[src/common/key_bank_pkg.sv]
// Constants, register map and bus carrier for the key input bank
package key_bank_pkg;
   localparam int unsigned KEY_WORDS = 8;
   localparam int unsigned WORD_W    = 32;
   localparam int unsigned KEY_W     = KEY_WORDS * WORD_W;
   localparam int unsigned ADDR_W    = 12;
   localparam int unsigned IDX_W     = 3;
   localparam int unsigned IDX_LSB   = 2;
   localparam int unsigned REGION_LSB = 5;

   // Byte addresses of the register groups
   localparam logic [11:0] DBG_KEY_BASE  = 12'h040;
   localparam logic [11:0] TST_KEY_BASE  = 12'h060;
   localparam logic [11:0] LOCK_STAT_ADR = 12'h080;

   // Lock status register fields (1 = protection released)
   localparam int unsigned STAT_DBG_OPEN = 0;
   localparam int unsigned STAT_TST_OPEN = 1;

   // Reset value of every key word
   localparam logic [31:0] KEY_RESET = 32'h0000_0000;
   localparam logic [31:0] RDATA_ZERO = 32'h0000_0000;

   // Bus codes
   localparam logic [2:0] HSIZE_WORD = 3'h2;
   localparam int unsigned HTRANS_ACTIVE_BIT = 1;
   localparam logic HRESP_OKAY = 1'b0;

   // Captured address phase
   typedef struct packed {
      logic [11:0] addr;
      logic        write;
      logic        word;
   } ahb_req_s;
endpackage

[src/rtl/id_auth_key_input_bank.sv]
// Authentication key input bank with AHB-Lite register access
//
// The AHB-Lite register port and the register addresses were decided locally.
`timescale 1ns/1ps

module id_auth_key_input_bank #(
   parameter int unsigned ADDR_W = key_bank_pkg::ADDR_W
) (
   input  wire logic                    clk,                // System clock
   input  wire logic                    rst_b,              // Async reset, active low
   input  wire logic                    hsel,               // Slave select
   input  wire logic [ADDR_W-1:0]       haddr,              // Byte address
   input  wire logic [1:0]              htrans,             // Transfer type
   input  wire logic                    hwrite,             // Write when high
   input  wire logic [2:0]              hsize,              // Transfer size
   input  wire logic [31:0]             hwdata,             // Write data
   input  wire logic                    hready,             // Bus ready
   output logic                         hreadyout,          // Slave ready
   output logic                         hresp,              // Always OKAY
   output logic [31:0]                  hrdata,             // Read data
   input  wire logic [255:0]            ref_debug_key,      // Stored debug reference
   input  wire logic [255:0]            ref_test_key,       // Stored test reference
   output logic                         debug_setting_lock, // High while debug locked
   output logic                         test_entry_lock     // High while test entry locked
);

   localparam int unsigned NW = key_bank_pkg::KEY_WORDS;
   localparam int unsigned WW = key_bank_pkg::WORD_W;
   localparam int unsigned IL = key_bank_pkg::IDX_LSB;
   localparam int unsigned RL = key_bank_pkg::REGION_LSB;

   // Map must fit the address bus
   if (ADDR_W < key_bank_pkg::ADDR_W) begin : g_bad_addr
      $error("ADDR_W too small for the register map");
   end

   logic [WW-1:0]            dbg_q [NW];
   logic [WW-1:0]            tst_q [NW];
   logic [key_bank_pkg::KEY_W-1:0] dbg_key_w;
   logic [key_bank_pkg::KEY_W-1:0] tst_key_w;
   key_bank_pkg::ahb_req_s   req_d;
   key_bank_pkg::ahb_req_s   req_q;
   logic                     wr_pend_q;
   logic                     dbg_open_q;
   logic                     tst_open_q;
   logic [31:0]              hrdata_q;
   logic [31:0]              rdata_d;

   // Key assembly, word n feeds bits n*32 upward
   for (genvar n = 0; n < NW; n++) begin : g_key
      assign dbg_key_w[n*WW +: WW] = dbg_q[n];
      assign tst_key_w[n*WW +: WW] = tst_q[n];
   end

   // Address phase decode
   wire        acc_w    = hsel && hready && htrans[key_bank_pkg::HTRANS_ACTIVE_BIT];
   wire [11:0] a_w      = haddr[11:0];
   wire [2:0]  a_idx_w  = a_w[IL +: key_bank_pkg::IDX_W];
   wire        a_dbg_w  = a_w[11:RL] == key_bank_pkg::DBG_KEY_BASE[11:RL];
   wire        a_tst_w  = a_w[11:RL] == key_bank_pkg::TST_KEY_BASE[11:RL];
   wire        a_stat_w = a_w[11:IL] == key_bank_pkg::LOCK_STAT_ADR[11:IL];
   wire        rd_acc_w = acc_w && !hwrite;

   // Data phase decode of the held write
   wire [2:0]  w_idx_w  = req_q.addr[IL +: key_bank_pkg::IDX_W];
   wire        w_ok_w   = wr_pend_q && req_q.word;
   wire        w_dbg_w  = w_ok_w && req_q.addr[11:RL] == key_bank_pkg::DBG_KEY_BASE[11:RL];
   wire        w_tst_w  = w_ok_w && req_q.addr[11:RL] == key_bank_pkg::TST_KEY_BASE[11:RL];
   // Forward only writes that really land, never to status or unmapped places
   wire        fwd_w    = (w_dbg_w || w_tst_w) && req_q.addr[11:IL] == a_w[11:IL];

   assign req_d.addr  = a_w;
   assign req_d.write = hwrite;
   assign req_d.word  = hsize == key_bank_pkg::HSIZE_WORD;

   // Read mux; a read right behind a write to the same word sees the new data
   always_comb begin
      rdata_d = key_bank_pkg::RDATA_ZERO;
      if (fwd_w) begin
         rdata_d = hwdata;
      end else if (a_dbg_w) begin
         rdata_d = dbg_q[a_idx_w];
      end else if (a_tst_w) begin
         rdata_d = tst_q[a_idx_w];
      end else if (a_stat_w) begin
         rdata_d[key_bank_pkg::STAT_DBG_OPEN] = dbg_open_q;
         rdata_d[key_bank_pkg::STAT_TST_OPEN] = tst_open_q;
      end
   end

   // Address phase capture and read data register
   always_ff @(posedge clk or negedge rst_b) begin
      if (!rst_b) begin
         req_q     <= '0;
         wr_pend_q <= 1'b0;
         hrdata_q  <= key_bank_pkg::RDATA_ZERO;
      end else begin
         wr_pend_q <= acc_w && hwrite;
         if (acc_w) begin
            req_q <= req_d;
         end
         if (rd_acc_w) begin
            hrdata_q <= rdata_d;
         end
      end
   end

   // Key word storage; only whole-word writes land, narrower ones are dropped
   always_ff @(posedge clk or negedge rst_b) begin
      if (!rst_b) begin
         for (int i = 0; i < NW; i++) begin
            dbg_q[i] <= key_bank_pkg::KEY_RESET;
            tst_q[i] <= key_bank_pkg::KEY_RESET;
         end
      end else begin
         if (w_dbg_w) begin
            dbg_q[w_idx_w] <= hwdata;
         end
         if (w_tst_w) begin
            tst_q[w_idx_w] <= hwdata;
         end
      end
   end

   // Full-width comparison against the stored references, which are read only
   always_ff @(posedge clk or negedge rst_b) begin
      if (!rst_b) begin
         dbg_open_q <= 1'b0;
         tst_open_q <= 1'b0;
      end else begin
         dbg_open_q <= dbg_key_w == ref_debug_key;
         tst_open_q <= tst_key_w == ref_test_key;
      end
   end

   // Outputs
   assign debug_setting_lock = !dbg_open_q;
   assign test_entry_lock    = !tst_open_q;
   assign hreadyout          = 1'b1;
   assign hresp              = key_bank_pkg::HRESP_OKAY;
   assign hrdata             = hrdata_q;

   // Checks on the lock decisions and the register file
   property p_dbg_match;
      @(posedge clk) disable iff (!rst_b)
      dbg_key_w == ref_debug_key |=> !debug_setting_lock;
   endproperty
   a_dbg_match: assert property (p_dbg_match)
      else $error("debug lock held despite matching key");

   property p_dbg_mismatch;
      @(posedge clk) disable iff (!rst_b)
      dbg_key_w != ref_debug_key |=> debug_setting_lock;
   endproperty
   a_dbg_mismatch: assert property (p_dbg_mismatch)
      else $error("debug lock released on mismatch");

   property p_tst_match;
      @(posedge clk) disable iff (!rst_b)
      tst_key_w == ref_test_key |=> !test_entry_lock;
   endproperty
   a_tst_match: assert property (p_tst_match)
      else $error("test entry lock held despite matching key");

   property p_tst_mismatch;
      @(posedge clk) disable iff (!rst_b)
      tst_key_w != ref_test_key |=> test_entry_lock;
   endproperty
   a_tst_mismatch: assert property (p_tst_mismatch)
      else $error("test entry lock released on mismatch");

   property p_dbg_place;
      @(posedge clk) disable iff (!rst_b)
      w_dbg_w |=> dbg_key_w[$past(w_idx_w)*WW +: WW] == $past(hwdata);
   endproperty
   a_dbg_place: assert property (p_dbg_place)
      else $error("debug word landed in wrong key bits");

   property p_tst_place;
      @(posedge clk) disable iff (!rst_b)
      w_tst_w |=> tst_key_w[$past(w_idx_w)*WW +: WW] == $past(hwdata);
   endproperty
   a_tst_place: assert property (p_tst_place)
      else $error("test word landed in wrong key bits");

   property p_narrow_ignored;
      @(posedge clk) disable iff (!rst_b)
      wr_pend_q && !req_q.word |=> $stable(dbg_key_w) && $stable(tst_key_w);
   endproperty
   a_narrow_ignored: assert property (p_narrow_ignored)
      else $error("narrow write changed a key word");

   property p_dbg_readback;
      @(posedge clk) disable iff (!rst_b)
      rd_acc_w && a_dbg_w && !fwd_w && !w_dbg_w |=> hrdata == $past(dbg_q[a_idx_w]);
   endproperty
   a_dbg_readback: assert property (p_dbg_readback)
      else $error("debug word read back wrong");

   c_dbg_unlock: cover property (@(posedge clk) disable iff (!rst_b)
      debug_setting_lock ##1 !debug_setting_lock);
   c_tst_unlock: cover property (@(posedge clk) disable iff (!rst_b)
      test_entry_lock ##1 !test_entry_lock);
   c_fwd_read: cover property (@(posedge clk) disable iff (!rst_b)
      rd_acc_w && fwd_w);
   c_narrow_write: cover property (@(posedge clk) disable iff (!rst_b)
      wr_pend_q && !req_q.word);
   c_stat_read: cover property (@(posedge clk) disable iff (!rst_b)
      rd_acc_w && a_stat_w);

   // Test-entry words read back what was stored
   property p_tst_readback;
      @(posedge clk) disable iff (!rst_b)
      rd_acc_w && a_tst_w && !fwd_w && !w_tst_w |=> hrdata == $past(tst_q[a_idx_w]);
   endproperty
   a_tst_readback: assert property (p_tst_readback)
      else $error("test entry word read back wrong");

   // Status register shows both release flags in the low bits
   property p_stat_read;
      @(posedge clk) disable iff (!rst_b)
      rd_acc_w && a_stat_w |=>
         hrdata == {30'h0000_0000, $past(tst_open_q), $past(dbg_open_q)};
   endproperty
   a_stat_read: assert property (p_stat_read)
      else $error("status read wrong");

   // Unmapped reads return zero
   property p_unmapped_read;
      @(posedge clk) disable iff (!rst_b)
      rd_acc_w && !a_dbg_w && !a_tst_w && !a_stat_w |=> hrdata == key_bank_pkg::RDATA_ZERO;
   endproperty
   a_unmapped_read: assert property (p_unmapped_read)
      else $error("unmapped read not zero");

   // Read data holds until the next accepted read
   property p_hrdata_hold;
      @(posedge clk) disable iff (!rst_b)
      !rd_acc_w |=> $stable(hrdata);
   endproperty
   a_hrdata_hold: assert property (p_hrdata_hold)
      else $error("read data changed without a read");

   // Forwarded read returns the data of the write just before it
   property p_fwd_data;
      @(posedge clk) disable iff (!rst_b)
      rd_acc_w && fwd_w |=> hrdata == $past(hwdata);
   endproperty
   a_fwd_data: assert property (p_fwd_data)
      else $error("forwarded read data wrong");

   // Debug key changes only through a landing debug write
   property p_dbg_hold;
      @(posedge clk) disable iff (!rst_b)
      !w_dbg_w |=> $stable(dbg_key_w);
   endproperty
   a_dbg_hold: assert property (p_dbg_hold)
      else $error("debug key changed without a write");

   // Test-entry key changes only through a landing test write
   property p_tst_hold;
      @(posedge clk) disable iff (!rst_b)
      !w_tst_w |=> $stable(tst_key_w);
   endproperty
   a_tst_hold: assert property (p_tst_hold)
      else $error("test entry key changed without a write");

   // A debug write leaves the test-entry key alone
   property p_dbg_isolated;
      @(posedge clk) disable iff (!rst_b)
      w_dbg_w |=> $stable(tst_key_w);
   endproperty
   a_dbg_isolated: assert property (p_dbg_isolated)
      else $error("debug write touched test entry key");

   // A test-entry write leaves the debug key alone
   property p_tst_isolated;
      @(posedge clk) disable iff (!rst_b)
      w_tst_w |=> $stable(dbg_key_w);
   endproperty
   a_tst_isolated: assert property (p_tst_isolated)
      else $error("test entry write touched debug key");

   // Writes to the status register change no key
   property p_stat_readonly;
      @(posedge clk) disable iff (!rst_b)
      wr_pend_q && req_q.addr[11:IL] == key_bank_pkg::LOCK_STAT_ADR[11:IL] |=>
         $stable(dbg_key_w) && $stable(tst_key_w);
   endproperty
   a_stat_readonly: assert property (p_stat_readonly)
      else $error("status write changed a key");

   // Every accepted write opens a data phase
   property p_wr_pend;
      @(posedge clk) disable iff (!rst_b)
      acc_w && hwrite |=> wr_pend_q;
   endproperty
   a_wr_pend: assert property (p_wr_pend)
      else $error("write data phase missed");

   // No data phase without an accepted write
   property p_no_stray_write;
      @(posedge clk) disable iff (!rst_b)
      !(acc_w && hwrite) |=> !wr_pend_q;
   endproperty
   a_no_stray_write: assert property (p_no_stray_write)
      else $error("stray write data phase");

   // Slave never stalls and always answers OKAY
   property p_bus_okay;
      @(posedge clk) disable iff (!rst_b)
      hreadyout && hresp == key_bank_pkg::HRESP_OKAY;
   endproperty
   a_bus_okay: assert property (p_bus_okay)
      else $error("bus answer not ready or not okay");

   // Debug release only follows a full match one cycle earlier
   property p_dbg_release_cause;
      @(posedge clk) disable iff (!rst_b)
      $fell(debug_setting_lock) |-> $past(dbg_key_w == ref_debug_key);
   endproperty
   a_dbg_release_cause: assert property (p_dbg_release_cause)
      else $error("debug released without full match");

   // Test-entry release only follows a full match one cycle earlier
   property p_tst_release_cause;
      @(posedge clk) disable iff (!rst_b)
      $fell(test_entry_lock) |-> $past(tst_key_w == ref_test_key);
   endproperty
   a_tst_release_cause: assert property (p_tst_release_cause)
      else $error("test entry released without full match");

   // Key words are only written whole
   property p_word_only;
      @(posedge clk) disable iff (!rst_b)
      w_dbg_w || w_tst_w |-> req_q.word;
   endproperty
   a_word_only: assert property (p_word_only)
      else $error("narrow write reached a key word");
endmodule

[config.mk]
export PLATFORM = sky130hd
export DESIGN_NAME = id_auth_key_input_bank
export DESIGN_NICKNAME = d
export VERILOG_FILES = /design/src/common/key_bank_pkg.sv /design/src/rtl/id_auth_key_input_bank.sv
export SDC_FILE = /design/constraint.sdc
export NUM_CORES = 1
export LEC_CHECK = 0
export ABC_AREA = 0
export BUFFER_PORTS_ARGS = -buffer_cell sky130_fd_sc_hd__buf_2
export CAP_MARGIN = 0
export CORE_MARGIN = 5
export CORE_UTILIZATION = 50
export DETAILED_ROUTE_END_ITERATION = 16
export PLACE_DENSITY = 0.86
export SYNTH_ARGS = -nofsm -noshare
export SYNTH_HDL_FRONTEND = slang
export SYNTH_SLANG_ARGS = --single-unit
[constraint.sdc]
create_clock -name clk -period 2.07 [get_ports clk]
set_input_delay 0.207 -clock clk [delete_from_list [all_inputs] [get_ports clk]]
set_output_delay 0.207 -clock clk [all_outputs]
set_load 0.02 [all_outputs]
Yosys cells after proc, flatten, opt, wreduce, memory -nomap -nowiden. Index checks and enable logic that the tools add are counted.

Equal/unequal tests: 9. Order comparisons: 3. Muxes and demuxes: 15. Reduce and logical (&&, ||, !) cells: 13. Bitwise operators: 2.

Operator list (count): bitwise mux 256 bit (2); == test 256 bit (2); 2-to-1 mux 32 bit (7); binary-select mux 32 bit (select 3 bit) (2); demux 32 bit (select 3 bit) (1); 2-to-1 mux 30 bit (1); == test 7 x 2 -> 1 bit, second input constant (4); == test 10 bit (1); == test 10 x 6 -> 1 bit, second input constant (1); logical AND 1 bit (9); greater-or-equal comparator 4 bit, second input constant (2); NOT 3 -> 4 bit (2); less-than comparator 4 x 1 -> 1 bit, second input constant (1); 2-to-1 mux 2 bit (2); == test 3 x 2 -> 1 bit, second input constant (1); zero test 1 bit (3); logical OR 1 bit (1).

Word-level logic and storage cells: 64. Bits in registers: 560.

Longest topological paths before layout. Gate-level depths: netlist (run 1).

Depth after elaboration: 7. Mapped depth: 9. Depth with buffers taken out: 6.

Worst setup path after synthesis (run 1). No wires, ideal clock.

Kind: register -> register. From: reg req_q[9] in the netlist's numbering. To: reg dbg_q (netlist bit dbg_key_w[65]). Slack: -0.215 ns. Period minus slack after synthesis: 2.285 ns. Data required time: 1.945 ns. Cell stages (with the launch flop): 8. Buffers on the path: 2. Arrival time: 2.160 ns. Cells stage by stage: dfrtp_1 nor4_2 nand4_2 or3b_4 or3_1 buf_2 buf_6 mux2_4.

Longest elaborated chain between the ends: 2.

Ends and longest elaborated chain: from (decl) (RTL line id_auth_key_input_bank.sv:42) `key_bank_pkg::ahb_req_s req_q;`; from (signal assigned) (RTL line id_auth_key_input_bank.sv:100) `req_q <= req_d;`; == test 7 x 2 -> 1 bit (RTL line id_auth_key_input_bank.sv:67) `wire w_dbg_w = w_ok_w && req_q.addr[11:RL] == key_bank_pkg::DBG_KEY_BASE[11:RL];`; logical AND 1 bit (RTL line id_auth_key_input_bank.sv:67); to (signal, indexed assignment) (RTL line id_auth_key_input_bank.sv:112) `dbg_q[i] <= key_bank_pkg::KEY_RESET;`; to (signal, indexed assignment) (RTL line id_auth_key_input_bank.sv:117) `dbg_q[w_idx_w] <= hwdata;`; to (decl) (RTL line id_auth_key_input_bank.sv:37) `logic [WW-1:0] dbg_q [NW];`.

No other way between the ends. A chain may end at the register's enable or synchronous reset.

Final worst setup path (run 1).
From: reg dbg_q (netlist bit dbg_key_w[72]). To: reg hrdata_q[8] (netlist: hrdata[8]).

Longest elaborated chain between the ends: 5.

Ends and longest elaborated chain: binary-select mux 32 bit (select 3 bit) (RTL line id_auth_key_input_bank.sv:82) `rdata_d = dbg_q[a_idx_w];`; 2-to-1 mux 32 bit (implied by the code) (2 in a row) (RTL line id_auth_key_input_bank.sv:82); 2-to-1 mux 32 bit (RTL line id_auth_key_input_bank.sv:81) `end else if (a_dbg_w) begin`; 2-to-1 mux 32 bit (RTL line id_auth_key_input_bank.sv:79) `if (fwd_w) begin`; to (signal assigned) (RTL line id_auth_key_input_bank.sv:96) `hrdata_q <= key_bank_pkg::RDATA_ZERO;`; to (signal assigned) (RTL line id_auth_key_input_bank.sv:103) `hrdata_q <= rdata_d;`; to (decl) (RTL line id_auth_key_input_bank.sv:46) `logic [31:0] hrdata_q;`.

No other way between the ends. The select of a mux whose other input is x is not followed.

==> impl_metrics.tcl, run 1 <==
set metrics [dict create \
    antenna_found_initial 22 \
    die_x_um 259.3 \
    p_sw_w 0.007576 \
    cts.path.max_buffers 3 \
    synth_xor_xnor_area_share_pct 13.87 \
    pwr-share-seq_pct 42.7 \
    hold_viol_final 0 \
    synthArstFlopShare_pct 100.0 \
    grt_pass1_wl_um 194200 \
    yosys.area_share.simple_pct 5.993 \
    clockRootBuffer "clkbuf_16" \
    synthMuxAreaShare_pct 29.41 \
    start_util_pct 50.44 \
    cts_max_level 2 \
    crit_required_ns 2.60 \
    row_count 91 \
    synth_fa_ha_area_share_pct 0 \
    synth.avg_cell_area_um2 12.97 \
    finalClockSkew_ns 0.04387 \
    power.internal_w 0.01925 \
    p_leak_nw 19.91 \
    critPathKind "flip-flop to flip-flop" \
    final_nets 3889 \
    ys.flop_type "dfrtp_1" \
    end_kind "flip-flop" \
    worstSkewPairLatency_ns 0.67 \
    synth_warnings 0 \
    die-area_um2 67220 \
    synth_compound_area_share_pct 3.214 \
    netlist_area_um2 31070 \
    ys_ff_latch 558 \
    dp_hpwl_um 108000 \
    drtIter0Drc 4762 \
    synth_nets 2961 \
    core_um2 61600 \
    grt_usage_pct 40.41 \
    worst_slew_pin_slew_ns 0.8268 \
    fin_area_um2 42550 \
    post_drt_wl_per_cell_um 37.47 \
    drv_cap 0 \
    routed_wl_um 158300 \
    layout.area.seq_um2 13960 \
    fillCellCount 3996 \
    ant_nets 0 \
    pwr-share-comb_pct 15.5 \
    vias 29054 \
    rsz0062_at_grt "true" \
    failed_checks "negative setup slack" \
    dp_cells 4018 \
    cts_sinks 558 \
    final_common_cell "buf_2" \
    io_buffers 596 \
    final_cells 4223 \
    max_freq_mhz 409.0 \
    cts_tree "yes" \
    swShare_pct 28.24 \
    gp_congestion 1.047 \
    syn_inst 2395 \
    drive_gt1_share_pct 53.00 \
    tns_ns -97.54 \
    cp_max_fo 3 \
    p_per_area_nw_per_um2 630.5 \
    final_cell_mix "buf_2, dfrtp_1, mux2_4, buf_4, xnor2_1" \
    finalCriticalPeriod_ns 2.445 \
    status "complete, but fails checks" \
    synth_top_family_by_area "multiplexers" \
    grt_pass1_vias 26845 \
    start_kind "flip-flop" \
    worstHoldPathType "input pin to async pin" \
    slew-limit-headroom_pct 44.69 \
    synth_edf_count 0 \
    viasPerCell 6.880 \
    multiInputGateArea_um2 17660 \
    drc 0 \
    maxSlewViolCount 0 \
    layout_setup_ws_ns -0.3749 \
    cts-buffers-inserted 59 \
    grt_max_degree 93 \
    dpl_cell_area_um2 37630 \
    post-place-ws_ns -0.3006 \
    setup-violations-final 510 \
    finalCritPeriodShare_pct 118.1 \
    pwr-share-clk_pct 41.8 \
    syn2layout_area_growth_pct 36.96 \
    die_h_um 259.3 \
    grt_overflow_total 0 \
    yosysSeqAreaShare_pct 44.94 \
    ys_types 47 \
    cp.arrival_ns 2.98 \
    clk_pin_slew_ns 0.07 \
    io_pins 602 \
    ir_worst_vdd_mv 0.7723 \
    drt_pre_antenna_iters 7 \
]
## kinds of logic after synthesis
kind of cell,after synthesis
AOI/OAI and AO/OA,144
xor gates and xnor gates,492
buffers and inverters,184
DFF,558
muxes,683
other,2
and+or+nand+nor,332
## state kept, by name, summed over array words and instances (netlist names)
name	flops
dbg_open_q	1
dbg_key_w	256
tst_open_q	1
hrdata	32
tst_key_w	256
wr_pend_q	1
req_q	11
## final timing paths
kind / startpoint / endpoint / slack [ns] / depth (start not counted)
worst max-delay path: dbg_key_w[72]$_DFFE_PN0P_ / hrdata[8]$_DFFE_PN0P_ / -0.37 / 6
worst min-delay path: rst_b / dbg_key_w[80]$_DFFE_PN0P_ / 0.04 / 2
worst max register to register: dbg_key_w[72]$_DFFE_PN0P_ / hrdata[8]$_DFFE_PN0P_ / -0.37 / 6
worst min register to register: hrdata[1]$_DFFE_PN0P_ / hrdata[1]$_DFFE_PN0P_ / 0.51 / 2
max in group asynchronous: rst_b / tst_key_w[221]$_DFFE_PN0P_ / 1.15 / 4
min in group clk: hwdata[29] / dbg_key_w[253]$_DFFE_PN0P_ / 0.09 / 3
## synth_stat cells (all sizes together), types with 8 or more instances
master / number / share of area (%)
dfrtp: 558 / 45
mux2: 519 / 19
xnor2: 262 / 7.4
xor2: 230 / 6.5
mux4: 123 / 8.9
nand4: 88 / 1.8
nor4: 82 / 1.7
clkbuf: 75 / 0.91
buf: 74 / 1.2
nand2: 55 / 0.66
mux2i: 41 / 1.3
nor2: 37 / 0.45
inv: 35 / 0.42
nor2b: 34 / 0.68
a21oi: 33 / 0.53
a211oi: 28 / 0.68
o21ai: 22 / 0.35
a221o: 17 / 0.55
a21o: 12 / 0.29
o22ai: 9 / 0.18
and3: 8 / 0.16
nand3: 8 / 0.13
## power by group through the flow
| stage | combinational [W] | sequential (W) | clock, W |
|---|---|---|---|
| floorplan | 0.00150 | 0.0115 | 0 |
| global placement | 0.00370 | 0.0116 | 0 |
| detailed placement | 0.00374 | 0.0116 | 0 |
| CTS | 0.00380 | 0.0114 | 0.0110 |
| global route | 0.00421 | 0.0115 | 0.0115 |
| finish | 0.00415 | 0.0115 | 0.0112 |
## area by class of cell
type	count	share of cell area [%]
multi-input cells	1656	41.50
flip-flops and latches	558	32.81
repair buffers	1013	18.10
clock buffers	97	4.349
well taps	837	2.461
clock inverters	13	0.3823
inverters	35	0.3087
diodes	14	0.08233
## critical path, stage by stage, from the launching register on
cell and delay (ns):
dfrtp_1 0.43, mux4_2 0.48, nor2b_1 0.15, a211oi_1 0.65, buf_4 0.23, a21oi_1 0.06
a221o_1 0.33
## repair_timing
action | in CTS | in global routing
cloned | 8 | 40
hold buffers | 10 | 0
buffers inserted | 10 | 20
setup endpoints to repair | 436 | 534
endpoints found under the hold margin | 441 | 0
pin swaps | 12 | 14
gates resized for setup | 38 | 349
## metrics by stage
step | hold slack, ns | utilization [%] | power, W
finish | 0.04120 | 69.08 | 0.02683
CTS | 0.02218 | 65.27 | 0.02626
global placement | 0.1081 | 61.10 | 0.01531
floorplan | -0.08859 | - | 0.01301
detailed placement | 0.1102 | 61.10 | 0.01536
global route | 0.06688 | 69.04 | 0.02720
## routing by layer
layer	global-route usage (%)	up-vias	share of wire [%]
met1	52.63	14225	33
met2	59.36	3200	40
met4	20.83	16	9.7
li1	-	10602	-
met3	15.24	1011	17
met5	0	-	0.068
No activity file was read; power rests on OpenSTA's default activity.
==> run 2, diff against run 1 <==
--- a/config.mk
+++ b/config.mk
@@ -11,7 +11,7 @@
 export CORE_MARGIN = 5
 export CORE_UTILIZATION = 50
 export DETAILED_ROUTE_END_ITERATION = 16
-export PLACE_DENSITY = 0.86
+export PLACE_DENSITY = 0.83
 export SYNTH_ARGS = -nofsm -noshare
 export SYNTH_HDL_FRONTEND = slang
 export SYNTH_SLANG_ARGS = --single-unit
==> constraint.sdc (replaced) <==
create_clock -name clk -period 3 [get_ports clk]
set_input_delay 0.3 -clock clk [delete_from_list [all_inputs] [get_ports clk]]
set_output_delay 0.3 -clock clk [all_outputs]
set_load 0.02 [all_outputs]
==> run 2 against run 1 <==
Net effect: the flow now finishes without violations; sequential power fell by 31%; wire length fell by 16%; global-route usage fell by 1.9 points; cell area fell by 11%; critical path depth rose by 1; critical path type is now input pin to flip-flop; sequential share of layout area rose by 4.2 points; die area did not move; cell count fell by 8.0%; non-clock buffer count fell by 332; largest cell class unchanged; combinational power fell by 41%; setup slack improved by 0.68 ns.
==> impl_metrics.tcl, run 2 (synthesized netlist as in run 1, its figures left out) <==
set metrics [dict create \
    status "finished clean" \
    clk_pin_slew_ns 0.06 \
    drt_pre_antenna_iters 6 \
    final_cell_mix "buf_2, dfrtp_1, mux2_2, xnor2_1, xor2_1" \
    finalClockSkew_ns 0.04214 \
    tns_ns 0 \
    post_cts_resized 0 \
    viasPerCell 6.475 \
    cp_max_fo 27 \
    hold_viol_final 0 \
    cts_tree "yes" \
    die_h_um 259.3 \
    setup-violations-final 0 \
    dp_hpwl_um 102700 \
    start_util_pct 50.44 \
    drive_gt1_share_pct 46.88 \
    die-area_um2 67220 \
    gp_congestion 1.046 \
    finalCriticalPeriod_ns 2.697 \
    final_nets 3556 \
    slew-limit-headroom_pct 13.02 \
    syn2layout_area_growth_pct 21.29 \
    worst_slew_pin_slew_ns 1.305 \
    grt_usage_pct 38.50 \
    finalCritPeriodShare_pct 89.91 \
    max_freq_mhz 370.7 \
    die_x_um 259.3 \
    start_kind "input pin" \
    drv_cap 0 \
    io_pins 602 \
    grt_pass1_wl_um 184500 \
    grt_pass1_vias 25068 \
    maxSlewViolCount 0 \
    cts_sinks 558 \
    p_leak_nw 17.57 \
    dpl_cell_area_um2 35440 \
    worstHoldPathType "input pin to flip-flop" \
    cts-buffers-inserted 61 \
    core_um2 61600 \
    row_count 91 \
    post-place-ws_ns 0.3361 \
    layout_setup_ws_ns 0.3027 \
    dp_cells 3754 \
    final_common_cell "buf_2" \
    worstSkewPairLatency_ns 0.67 \
    clockRootBuffer "clkbuf_16" \
    routed_wl_um 133300 \
    fillCellCount 4773 \
    drc 0 \
    cts_max_level 2 \
    grt_overflow_total 0 \
    vias 25150 \
    postCtsSetupBuffers 0 \
    fin_area_um2 37680 \
    drtIter0Drc 3743 \
    critPathKind "input pin to flip-flop" \
    end_kind "flip-flop" \
    post_drt_wl_per_cell_um 34.32 \
    p_per_area_nw_per_um2 487.8 \
    rsz0062_at_grt "false" \
    io_buffers 596 \
    cts.path.max_buffers 3 \
    antenna_found_initial 13 \
    cp.arrival_ns 3.27 \
    grt_max_degree 89 \
    ir_worst_vdd_mv 0.5114 \
    final_cells 3884 \
    ant_nets 0 \
    crit_required_ns 3.57 \
]
## run 2: area by class of cell
| class | instances | area (um^2) | share of cell area [%] |
|---|---|---|---|
| Clock inverter | 28 | 376.6 | 0.9994 |
| Tap cell | 837 | 1047 | 2.779 |
| Timing Repair Buffer | 681 | 4021 | 10.67 |
| Clock buffer | 87 | 1754 | 4.655 |
| Inverter | 35 | 131.4 | 0.3486 |
| Multi-Input combinational cell | 1653 | 16380 | 43.46 |
| Sequential cell | 558 | 13960 | 37.06 |
| Antenna cell | 5 | 12.51 | 0.03320 |
## run 2: final timing paths
check                                  startpoint                    endpoint  slack [ns]  depth (start not counted)
hold / removal                         hwdata[29]  dbg_key_w[125]$_DFFE_PN0P_        0.12                          3
max in group asynchronous                   rst_b  tst_key_w[132]$_DFFE_PN0P_        1.80                          4
min in group asynchronous                   rst_b  dbg_key_w[248]$_DFFE_PN0P_        0.23                          2
setup reg to reg             req_q[9]$_DFFE_PN0P_   dbg_key_w[80]$_DFFE_PN0P_        0.39                          6
hold reg to reg            hrdata[29]$_DFFE_PN0P_      hrdata[29]$_DFFE_PN0P_        0.51                          1
setup / recovery                        haddr[10]      hrdata[10]$_DFFE_PN0P_        0.30                          7
## run 2: metal layers
layer | wire length, um | share of wire (%) | global-route usage, %
met3 | 17210 | 13 | 12.66
met4 | 8354 | 6.3 | 18.04
met1 | 49550 | 37 | 51.88
met5 | 73 | 0.055 | 0
met2 | 58110 | 44 | 56.85
## run 2: repair_timing
action                     4_1_cts  5_1_grt
setup endpoints to repair        0        0
hold endpoints to repair        63        0
hold buffers                    10        0
## run 2: through the flow
| step | hold slack [ns] | utilization, % | power (W) |
|---|---|---|---|
| after detailed placement | 0.3043 | 57.53 | 0.01037 |
| after floorplan | 0.004409 | - | 0.008972 |
| after global placement | 0.3019 | 57.53 | 0.01034 |
| final | 0.1201 | 61.17 | 0.01838 |
| after CTS | 0.08711 | 61.15 | 0.01830 |
| after global routing | 0.1183 | 61.17 | 0.01880 |
## run 2: where the power goes
group	switching (W)	internal, W	leakage [nW]	total (W)
clock network	0.00329	0.00475	1.04	0.00804
logic	0.00143	0.00100	9.20	0.00243
registers	0.000219	0.00769	7.32	0.00791
total	0.00494	0.0134	17.6	0.0184
## run 2: worst max-delay path, cell delays in order
cell and delay (ns):
dlygate4sd3_1 0.54, buf_2 0.14, nor4_1 0.48, and3b_1 0.35, and3_1 1.06, buf_4 0.28, a21o_1 0.11
